==> config.mk <==
export PLATFORM = sky130hd
export DESIGN_NAME = cpucfg_ctrl
export DESIGN_NICKNAME = d
export VERILOG_FILES = /design/src/rtl/cpucfg_pkg.sv /design/src/rtl/cpucfg_ctrl.sv /design/src/rtl/cpucfg_clkdiv.sv
export SDC_FILE = /design/constraint.sdc
export NUM_CORES = 1
export LEC_CHECK = 0
export BUFFER_PORTS_ARGS = -buffer_cell sky130_fd_sc_hd__buf_4
export CORE_ASPECT_RATIO = 1.4
export CORE_MARGIN = 3
export CORE_UTILIZATION = 50
export CTS_CLUSTER_DIAMETER = 60
export DETAILED_ROUTE_END_ITERATION = 6
export PLACE_DENSITY_LB_ADDON = 0.12
export SYNTH_ARGS = -nofsm -noshare
export SYNTH_HDL_FRONTEND = slang
export SYNTH_SLANG_ARGS = --single-unit
==> constraint.sdc <==
create_clock -name mclk -period 4.3 [get_ports mclk]
set_input_delay 0.43 -clock mclk [delete_from_list [all_inputs] [get_ports mclk]]
set_output_delay 0.43 -clock mclk [all_outputs]
set_load 0.02 [all_outputs]
==> src/rtl/cpucfg_pkg.sv <==
package cpucfg_pkg;

  // Coprocessor register numbers reached by the move instructions
  localparam logic [4:0] CFG_SEL        = 5'h03;
  localparam logic [4:0] STAT_SEL       = 5'h0C;

  // Configuration register layout
  localparam int         CFG_FIELD_LSB  = 23;
  localparam int         CFG_FIELD_W    = 9;
  localparam int         CFG_LOCK_BIT   = 31;
  localparam int         CFG_TURN_BIT   = 30;
  localparam int         CFG_FILL_BIT   = 29;
  localparam int         CFG_FPIRQ_MSB  = 28;
  localparam int         CFG_FPIRQ_LSB  = 26;
  localparam int         CFG_HALT_BIT   = 25;
  localparam int         CFG_RF_BIT     = 24;
  localparam int         CFG_SPLIT_BIT  = 23;

  // Status register bits kept by this block
  localparam int         STAT_CU1_BIT   = 29;
  localparam int         STAT_CM_BIT    = 19;
  localparam int         STAT_SWC_BIT   = 17;
  localparam int         STAT_ISC_BIT   = 16;

  // Reset values: float exceptions on interrupt input 3
  localparam logic [8:0] CFG_RST        = 9'h018;
  localparam logic [3:0] STAT_RST       = 4'h0;

  // Interrupt inputs of the core
  localparam int         IRQ_COUNT      = 6;

  // Clocking
  localparam int         CLK_NS         = 10;
  localparam int         RF_DIV         = 16;
  localparam int         TURN_BASE_NS   = 10;
  localparam int         TURN_EXT_NS    = 30;
  localparam int         TURN_BASE_CYC  = (TURN_BASE_NS + CLK_NS - 1) / CLK_NS;
  localparam int         TURN_EXT_CYC   = (TURN_EXT_NS + CLK_NS - 1) / CLK_NS;

  // Cache sizes in kB
  localparam logic [4:0] ICACHE_KB_DEF  = 5'h10;
  localparam logic [4:0] DCACHE_KB_DEF  = 5'h04;
  localparam logic [4:0] CACHE_KB_SPLIT = 5'h08;

  typedef struct packed {
    logic       lock;
    logic       turn_ext;
    logic       fill_four;
    logic [2:0] fpu_irq;
    logic       halt;
    logic       rf;
    logic       split;
  } cpucfg_cfg_s;

  typedef struct packed {
    logic cu1;
    logic cm;
    logic swc;
    logic isc;
  } cpucfg_stat_s;

  typedef struct packed {
    logic [4:0] icache_kb;
    logic [4:0] dcache_kb;
    logic       dside_uses_icache;
  } cpucfg_cache_s;

endpackage : cpucfg_pkg

==> src/rtl/cpucfg_ctrl.sv <==
`timescale 1ns/1ps
module cpucfg_ctrl #(
  parameter bit FPU_PRESENT = 1'b1
) (
  input  wire logic                        mclk,
  input  wire logic                        sys_rst,
  input  wire logic                        clk_en,
  input  wire logic                        cop_wr,
  input  wire logic                        cop_rd,
  input  wire logic [4:0]                  cop_sel,
  input  wire logic [31:0]                 cop_wdata,
  output logic      [31:0]                 cop_rdata,
  input  wire logic [cpucfg_pkg::IRQ_COUNT-1:0] ext_irq_n,
  input  wire logic                        fpu_irq_req,
  output logic      [cpucfg_pkg::IRQ_COUNT-1:0] core_irq,
  output logic                             core_stall,
  output logic                             core_tick,
  output logic                             system_clock_out,
  input  wire logic                        bus_turn_req,
  output logic                             bus_turn_ok,
  output logic                             data_block_fill_size,
  input  wire logic                        cache_idle,
  output cpucfg_pkg::cpucfg_cache_s        cache_cfg,
  input  wire logic                        dc_wr_req,
  input  wire logic                        dc_miss_req,
  output logic                             mem_wr_req,
  output logic                             mem_miss_req,
  input  wire logic                        load_done,
  input  wire logic                        load_miss,
  input  wire logic                        fpu_instr_valid,
  output logic                             fpu_issue,
  output logic                             fpu_trap,
  input  wire logic                        fpu_compare_result,
  input  wire logic                        ext_cond_in,
  output logic                             fpu_condition_flag
);

  localparam int NI = cpucfg_pkg::IRQ_COUNT;
  localparam logic [1:0] TURN_BASE = 2'(cpucfg_pkg::TURN_BASE_CYC);
  localparam logic [1:0] TURN_EXT  = 2'(cpucfg_pkg::TURN_EXT_CYC);

  cpucfg_pkg::cpucfg_cfg_s   cfg_r;
  cpucfg_pkg::cpucfg_cfg_s   cfg_nxt;
  cpucfg_pkg::cpucfg_stat_s  stat_r;
  cpucfg_pkg::cpucfg_stat_s  stat_nxt;
  cpucfg_pkg::cpucfg_cache_s cache_r;
  cpucfg_pkg::cpucfg_cache_s cache_nxt;
  logic [31:0]               rdata_r;
  logic [31:0]               rdata_nxt;
  logic [1:0]                turn_r;
  logic [1:0]                turn_nxt;
  logic [NI-1:0]             irq_r;
  logic [NI-1:0]             irq_nxt;
  logic [NI-1:0]             irq_meta_r;
  logic [NI-1:0]             irq_sync_r;
  logic                      cond_meta_r;
  logic                      cond_sync_r;
  logic                      cond_r;
  logic                      cond_nxt;
  logic                      cfg_wr;
  logic                      stat_wr;
  logic                      irq_any;
  logic [NI-1:0]             fpu_irq_mask;
  logic [31:0]               cfg_word;
  logic [31:0]               stat_word;

  assign cfg_wr  = cop_wr && (cop_sel == cpucfg_pkg::CFG_SEL);
  assign stat_wr = cop_wr && (cop_sel == cpucfg_pkg::STAT_SEL);

  // Pin synchronisers; first stage feeds nothing but the second
  always_ff @(posedge mclk) begin
    if (sys_rst) begin
      irq_meta_r  <= '0;
      irq_sync_r  <= '0;
      cond_meta_r <= 1'b0;
      cond_sync_r <= 1'b0;
    end else if (clk_en) begin
      irq_meta_r  <= ~ext_irq_n;
      irq_sync_r  <= irq_meta_r;
      cond_meta_r <= ext_cond_in;
      cond_sync_r <= cond_meta_r;
    end
  end

  // One-hot pin mask from the select field; 6 and 7 select no pin
  always_comb begin
    fpu_irq_mask = '0;
    if (cfg_r.fpu_irq < 3'(NI)) begin
      fpu_irq_mask[cfg_r.fpu_irq] = 1'b1;
    end
  end

  // Interrupt routing: the float request replaces its chosen pin
  for (genvar i = 0; i < NI; i++) begin : g_irq
    always_comb begin
      if (fpu_irq_mask[i]) begin
        irq_nxt[i] = fpu_irq_req;
      end else begin
        irq_nxt[i] = irq_sync_r[i];
      end
    end
  end

  always_ff @(posedge mclk) begin
    if (sys_rst) begin
      irq_r <= '0;
    end else if (clk_en) begin
      irq_r <= irq_nxt;
    end
  end

  assign core_irq = irq_r;
  assign irq_any  = |irq_nxt;

  // Configuration register
  always_comb begin
    cfg_nxt = cfg_r;
    if (cfg_wr && !cfg_r.lock) begin
      cfg_nxt = cop_wdata[cpucfg_pkg::CFG_LOCK_BIT:cpucfg_pkg::CFG_FIELD_LSB];
    end
    // Wake on any interrupt; a write that sets halt while one is pending is lost
    if (cfg_nxt.halt && irq_any) begin
      cfg_nxt.halt = 1'b0;
    end
  end

  always_ff @(posedge mclk) begin
    if (sys_rst) begin
      cfg_r <= cpucfg_pkg::CFG_RST;
    end else if (clk_en) begin
      cfg_r <= cfg_nxt;
    end
  end

  assign core_stall           = cfg_r.halt;
  assign data_block_fill_size = cfg_r.fill_four;

  // Status bits owned here; the miss flag is not software-writable
  always_comb begin
    stat_nxt = stat_r;
    if (stat_wr) begin
      stat_nxt.cu1 = cop_wdata[cpucfg_pkg::STAT_CU1_BIT];
      stat_nxt.swc = cop_wdata[cpucfg_pkg::STAT_SWC_BIT];
      stat_nxt.isc = cop_wdata[cpucfg_pkg::STAT_ISC_BIT];
    end
    if (load_done && stat_r.isc) begin
      stat_nxt.cm = load_miss;
    end
  end

  always_ff @(posedge mclk) begin
    if (sys_rst) begin
      stat_r <= cpucfg_pkg::STAT_RST;
    end else if (clk_en) begin
      stat_r <= stat_nxt;
    end
  end

  // Isolation blocks the memory side, not the cache itself
  assign mem_wr_req   = dc_wr_req && !stat_r.isc;
  assign mem_miss_req = dc_miss_req && !stat_r.isc;

  // Coprocessor 1 gating
  assign fpu_issue = fpu_instr_valid && stat_r.cu1;
  assign fpu_trap  = fpu_instr_valid && !stat_r.cu1;

  // Cache sizes only change while no access is in flight; the swap bit follows swc every cycle
  always_comb begin
    cache_nxt = cache_r;
    cache_nxt.dside_uses_icache = stat_r.swc;
    if (cache_idle) begin
      if (cfg_r.split) begin
        cache_nxt.icache_kb = cpucfg_pkg::CACHE_KB_SPLIT;
        cache_nxt.dcache_kb = cpucfg_pkg::CACHE_KB_SPLIT;
      end else begin
        cache_nxt.icache_kb = cpucfg_pkg::ICACHE_KB_DEF;
        cache_nxt.dcache_kb = cpucfg_pkg::DCACHE_KB_DEF;
      end
    end
  end

  always_ff @(posedge mclk) begin
    if (sys_rst) begin
      cache_r <= {cpucfg_pkg::ICACHE_KB_DEF, cpucfg_pkg::DCACHE_KB_DEF, 1'b0};
    end else if (clk_en) begin
      cache_r <= cache_nxt;
    end
  end

  assign cache_cfg = cache_r;

  // Bus turnaround gap after each mastership change
  always_comb begin
    turn_nxt = turn_r;
    if (bus_turn_req) begin
      turn_nxt = cfg_r.turn_ext ? TURN_EXT : TURN_BASE;
    end else if (turn_r != 2'h0) begin
      turn_nxt = turn_r - 2'h1;
    end
  end

  always_ff @(posedge mclk) begin
    if (sys_rst) begin
      turn_r <= 2'h0;
    end else if (clk_en) begin
      turn_r <= turn_nxt;
    end
  end

  assign bus_turn_ok = (turn_r == 2'h0) && !bus_turn_req;

  // Condition flag: external pin only counts without an on-chip unit
  always_comb begin
    if (FPU_PRESENT) begin
      cond_nxt = fpu_compare_result;
    end else begin
      cond_nxt = cond_sync_r;
    end
  end

  always_ff @(posedge mclk) begin
    if (sys_rst) begin
      cond_r <= 1'b0;
    end else if (clk_en) begin
      cond_r <= cond_nxt;
    end
  end

  assign fpu_condition_flag = cond_r;

  // Read images; unimplemented bits stay zero
  always_comb begin
    cfg_word = 32'h0000_0000;
    cfg_word[cpucfg_pkg::CFG_LOCK_BIT:cpucfg_pkg::CFG_FIELD_LSB] = cfg_r;
  end

  always_comb begin
    stat_word                           = 32'h0000_0000;
    stat_word[cpucfg_pkg::STAT_CU1_BIT] = stat_r.cu1;
    stat_word[cpucfg_pkg::STAT_CM_BIT]  = stat_r.cm;
    stat_word[cpucfg_pkg::STAT_SWC_BIT] = stat_r.swc;
    stat_word[cpucfg_pkg::STAT_ISC_BIT] = stat_r.isc;
  end

  // Read port; unknown selects read zero
  always_comb begin
    rdata_nxt = rdata_r;
    if (cop_rd) begin
      case (cop_sel)
        cpucfg_pkg::CFG_SEL: begin
          rdata_nxt = cfg_word;
        end
        cpucfg_pkg::STAT_SEL: begin
          rdata_nxt = stat_word;
        end
        default: begin
          rdata_nxt = 32'h0000_0000;
        end
      endcase
    end
  end

  always_ff @(posedge mclk) begin
    if (sys_rst) begin
      rdata_r <= 32'h0000_0000;
    end else if (clk_en) begin
      rdata_r <= rdata_nxt;
    end
  end

  assign cop_rdata = rdata_r;

  // Core pacing and the outgoing system clock share one divider
  cpucfg_clkdiv #(
    .DIV        (cpucfg_pkg::RF_DIV)
  ) u_div (
    .mclk       (mclk),
    .sys_rst    (sys_rst),
    .clk_en     (clk_en),
    .slow       (cfg_r.rf),
    .tick       (core_tick),
    .system_clock_out_out (system_clock_out)
  );

endmodule : cpucfg_ctrl

==> src/rtl/cpucfg_clkdiv.sv <==
`timescale 1ns/1ps
module cpucfg_clkdiv #(
  parameter int DIV = 16
) (
  input  wire logic mclk,
  input  wire logic sys_rst,
  input  wire logic clk_en,
  input  wire logic slow,
  output logic      tick,
  output logic      system_clock_out_out
);

  localparam int CW = $clog2(DIV);
  localparam logic [CW-1:0] LIMIT = CW'(DIV - 1);

  logic [CW-1:0] cnt_r;
  logic [CW-1:0] cnt_nxt;
  logic          clk_r;
  logic          clk_nxt;
  logic          tick_int;

  // Full rate ticks every cycle; reduced rate once per DIV
  assign tick_int = !slow || (cnt_r == LIMIT);
  assign tick     = tick_int;

  always_comb begin
    cnt_nxt = cnt_r;
    clk_nxt = clk_r;
    if (tick_int) begin
      cnt_nxt = '0;
      clk_nxt = !clk_r;
    end else begin
      cnt_nxt = cnt_r + CW'(1);
    end
  end

  always_ff @(posedge mclk) begin
    if (sys_rst) begin
      cnt_r <= '0;
      clk_r <= 1'b0;
    end else if (clk_en) begin
      cnt_r <= cnt_nxt;
      clk_r <= clk_nxt;
    end
  end

  assign system_clock_out_out = clk_r;

endmodule : cpucfg_clkdiv

==> Word level (Yosys, flattened, before mapping) <==
Cells that the tools add are included.
{ "classes": {"order_cmp": 3, "n_mux": 17, "n_addsub": 2, "n_reduce_logical": 29, "n_eq_ne": 3, "bitwise_logic": 1} }
{ "op_table": {"columns": ["operator", "n"], "rows": [
  ["$pmux 32 s2", 1],
  ["$reduce_and 2->1", 7],
  ["$logic_and 1x1->1", 11],
  ["$mux 10", 1],
  ["$mux 1", 8],
  ["$logic_not 1->1", 6],
  ["$mux 2", 3],
  ["$mux 6", 1],
  ["$not 6->6", 1],
  ["$reduce_or 6->1", 1],
  ["$eq 5x2->1 const B", 1],
  ["$eq 5x4->1 const B", 1],
  ["$add 4x1->4 const B", 1],
  ["$eq 4x4->1 const B", 1],
  ["$lt 3x4->1 const B", 1],
  ["$mux 4", 1],
  ["$reduce_bool 2->1", 2],
  ["$demux 1 s3", 1],
  ["$ge 3x1->1 const B", 1],
  ["$lt 3x3->1 const B", 1],
  ["$mux 3", 1],
  ["$logic_not 2->1", 1],
  ["$sub 2x1->2 const B", 1],
  ["$logic_or 1x1->1", 1]
]} }
{ "word_totals": {"register_bits": 82, "word_cells": 77, "output_inout_bits": 59, "input_bits": 58} }

==> Longest topological paths before layout <==
{ "depth": {"depth_word": 9, "ltp_mapped": 6, "depth_no_buf": 6} }

==> Modules after synthesis <==
Synthesis repeated with hierarchy kept, for this count alone.
{ "hier_totals": {"cells_unflattened": 277, "area_unflattened_um2": 2468.6} }
{ "modules_own_cells": {"columns": ["mod", "cells_per_inst", "area_per_inst_um2", "instances", "seq_area_each_um2"], "rows": [
  ["cpucfg_ctrl", 247, 2220.9, 1, 980.9],
  ["cpucfg_clkdiv", 30, 247.7, 1, 100.1]
]} }

==> Worst setup path after synthesis <==
OpenSTA, ideal clock, no wires.
{ "synth_timing": {"path_kind": "input port to flip-flop", "startpoint": "input cop_sel[4]", "endpoint": "register cfg_r[3] in the netlist's numbering", "path_slack_ps": 2789, "n_path_buf": 1, "path_stages": 5, "t_arrival_ps": 1391, "cell_sequence": "nor4_4 > and4_1 > buf_6 > nor2b_1 > a211o_1"} }
{ "synth_between": {"elab_chain_len": 4} }
{ "synth_rtl": {"columns": ["element", "line", "text"], "rows": [
  ["start: declaration", "cpucfg_ctrl.sv:10", "input wire logic [4:0] cop_sel,"],
  ["$eq 5x2->1", "cpucfg_ctrl.sv:67", "assign cfg_wr = cop_wr && (cop_sel == cpucfg_pkg::CFG_SEL);"],
  ["$logic_and 1x1->1", "cpucfg_ctrl.sv:67", null],
  ["$logic_and 1x1->1", "cpucfg_ctrl.sv:118", "if (cfg_wr && !cfg_r.lock) begin"],
  ["$reduce_and 2->1 (no line)", null, null],
  ["end signal: assignment", "cpucfg_ctrl.sv:129", "cfg_r <= cpucfg_pkg::CFG_RST;"],
  ["end signal: assignment", "cpucfg_ctrl.sv:131", "cfg_r <= cfg_nxt;"],
  ["end: declaration", "cpucfg_ctrl.sv:42", "cpucfg_pkg::cpucfg_cfg_s cfg_r;"]
]} }
Every way passes these cells.
A chain may end at the register's enable or synchronous reset.

==> Final worst setup path <==
{ "layout_timing": {"startpoint": "input cop_sel[4]", "endpoint": "register cfg_r[4] in the netlist's numbering"} }
Same word-level chain as after synthesis.

==> flow_summary.ini <==
[clock_network]
insertion_delay_ns = 0.30
cts_root_buf = clkbuf_8
cts_tree = yes
cts_sinks = 54
htreeDepth = 2
cts_buffer_depth = 2
path_clk_slew_ns = 0.09
cts_buffers = 5
ctsResizeCount = 0
post_cts_buffers = 0
postCtsHoldBufs = 0

[floorplanning]
start_util_pct = 53.12
die_x_um = 65.37
die_h_um = 89.12
core_um2 = 4644
die_area_um2 = 5826
io_pins = 117
num_rows = 29

[final_layout]
fill_cells = 439
layout_commonest_cell = buf_4
drive_gt1_share_pct = 23.33
most-common-layout-cells = buf_4, dfxtp_1, nor2_1, conb_1, mux2i_1
area_delta_synth_final_pct = 18.10
diodes = 0
layout.nets = 390

[placement]
hpwlAfterDp_mm = 3.459
io_buffers = 68
gp_congestion = 0.7130

[critical_path]
endpoint_kind = flip-flop
r2r.worst_path.cells = 5
crit_slowest_cell = and4_1
crit_type = in2reg
slowest_delay_ns = 0.62
crit_chain = buf_4 -> nor4_4 -> and4_1 -> nor2b_1 -> a211o_1
cp_max_fo = 12
reg2reg_from = cfg_r[4]
r2r_slack_ns = 2.68
critPathArrivalTime_ns = 2.16
crit_required_ns = 4.50
start_kind = input pin
timing.rr.end = core_stall

[synth]
yosysSeqAreaShare_pct = 43.81
synth_flop_cell = dfxtp_1
synth_top_cell_by_area = dfxtp_1
syn_avg_cell_area_um2 = 8.972
synth-async-reset-ratio_pct = 0
synthCells = 275
synth_edf_count = 0
yosys.cell_types.count = 35
ys_ff_latch = 54
syn_area_um2 = 2467
synth_warnings = 0
yosys.area.top_type_share_pct = 43.81
synth_area_leaders = dfxtp_1, mux2i_1, buf_4

[global_route]
grt_pass1_vias = 1658
grt_pass1_wl_mm = 7.527
grtUsageTotal_pct = 16.62
gr-total-overflow = 0
grt_max_degree = 55
antenna_found_initial = 0

[timing]
rsz0062_at_grt = no
fin_skew_ns = 0.004695
worst_pin_slew_ns = 0.6359
slew_headroom_pct = 57.29
min_period_over_period_pct = 45.54
slew_viol_final = 0
hold_viol = 0
min_period_ns = 1.958
setup_viol = 0
tns_ns = 0
fmax_mhz = 510.7

[power_and_ir_drop]
power_w = 0.0009102
p_leak_nw = 1.237
peakVddDrop_mv = 0.2002
power_density_nw_per_um2 = 312.3

[detailed_routing]
vias = 1959
wl_mm = 4.832
wl_per_cell_um = 12.33
drt_pass1_iterations = 4
ant_nets = 0
drc = 0
drt_iter0_markers = 108
vias_per_cell = 4.997

[min_path]
holdPathStages = 2
min_path_type = in2reg
min_to = irq_meta_r[1]
min_from = ext_irq_n[1]

[flow_run]
max-cap-violations = 0

[run_status]
outcome = finished, final reports clean
[how the worst max path moves through the flow]
stage,start,endpoint,slack [ns],cells after the start
4_1_cts,cop_sel[4],cfg_r[4],2.36,5
3_5_place_dp,cop_sel[4],cfg_r[4],2.03,5
5_1_grt,cop_sel[4],cfg_r[4],2.18,5
2_1_floorplan,cop_sel[4],cfg_r[3],2.79,5
3_3_place_gp,cop_sel[4],cfg_r[4],2.02,5
6_report,cop_sel[4],cfg_r[4],2.34,5
[sequential cells by signal, summed over array words and instances, names as in the netlist, 2 cells and up]
signal and cells:
cop_rdata 12, cfg_r 7, core_irq 6, irq_meta_r 6, irq_sync_r 6, u_div.cnt_r 4, cache_cfg 3, stat_r 3
turn_r 2
[critical path, delay by kind of cell]
kind / cells / cell delay, ns
simple gates: 3 / 1.33
buf+inv: 1 / 0.13
compound gates: 1 / 0.27
[cell families after synthesis]
logic type | Yosys count | synth area share, %
other | 1 | 0.1520
multiplexers | 24 | 9.736
XOR/XNOR | 1 | 0.3550
adder cells (fa/ha/maj) | 2 | 1.014
buffers and inverters | 51 | 13.54
flip-flops | 54 | 43.81
AO/OA/AOI/OAI | 43 | 11.31
AND/OR/NAND/NOR | 99 | 20.08
[synthesized netlist by cell type, drive strengths merged (2+ instances only)]
| master | n |
|---|---|
| dfxtp | 54 |
| nor2 | 37 |
| buf | 36 |
| mux2i | 24 |
| a21oi | 20 |
| nand2 | 18 |
| nand3 | 14 |
| a211oi | 13 |
| clkbuf | 9 |
| inv | 6 |
| nor2b | 5 |
| nand2b | 4 |
| nor3b | 4 |
| a211o | 3 |
| and3 | 3 |
| nand3b | 3 |
| nand4 | 3 |
| and2 | 2 |
| ha | 2 |
| nor3 | 2 |
| nor4 | 2 |
| o21ai | 2 |
[metal layers]
| metal | GRT usage [%] | wire [µm] | share of wire [%] | vias to the layer above |
|---|---|---|---|---|
| met2 | 28.66 | 2421 | 50 | 53 |
| met4 | 7.358 | 80 | 1.7 | 0 |
| li1 | - | - | - | 994 |
| met3 | 3.396 | 268 | 5.5 | 7 |
| met5 | 0 | 0 | 0 | - |
| met1 | 19.94 | 2061 | 43 | 905 |
[layout make-up]
type,count,area (µm²),share of cell area (%)
clock buffer,7,76.32,2.619
inverter,6,22.52,0.7729
multi-input combinational,195,1146,39.33
sequential,54,1081,37.10
tap,62,77.57,2.662
timing repair buffer,68,510.5,17.52
[through the flow]
step | setup WS (ns) | hold WS (ns) | utilization (%) | area, µm² | instances
floorplan | 2.789 | 0.4476 | - | 2561 | 300
global placement | 2.019 | 0.4398 | 61.10 | 2838 | 385
detailed placement | 2.028 | 0.4449 | 61.10 | 2838 | 385
CTS | 2.356 | 0.2906 | 62.74 | 2914 | 392
global route | 2.180 | 0.2967 | 62.74 | 2914 | 392
finish | 2.342 | 0.2988 | 62.74 | 2914 | 392
[power breakdown]
part | internal [W] | switching [W] | total, W
combinational | 0.0000491 | 0.0000751 | 0.000124
sequential | 0.000514 | 0.00000802 | 0.000522
clock | 0.000113 | 0.000152 | 0.000264
total | 0.000676 | 0.000235 | 0.000910
Power figures use the tool's default switching activity.
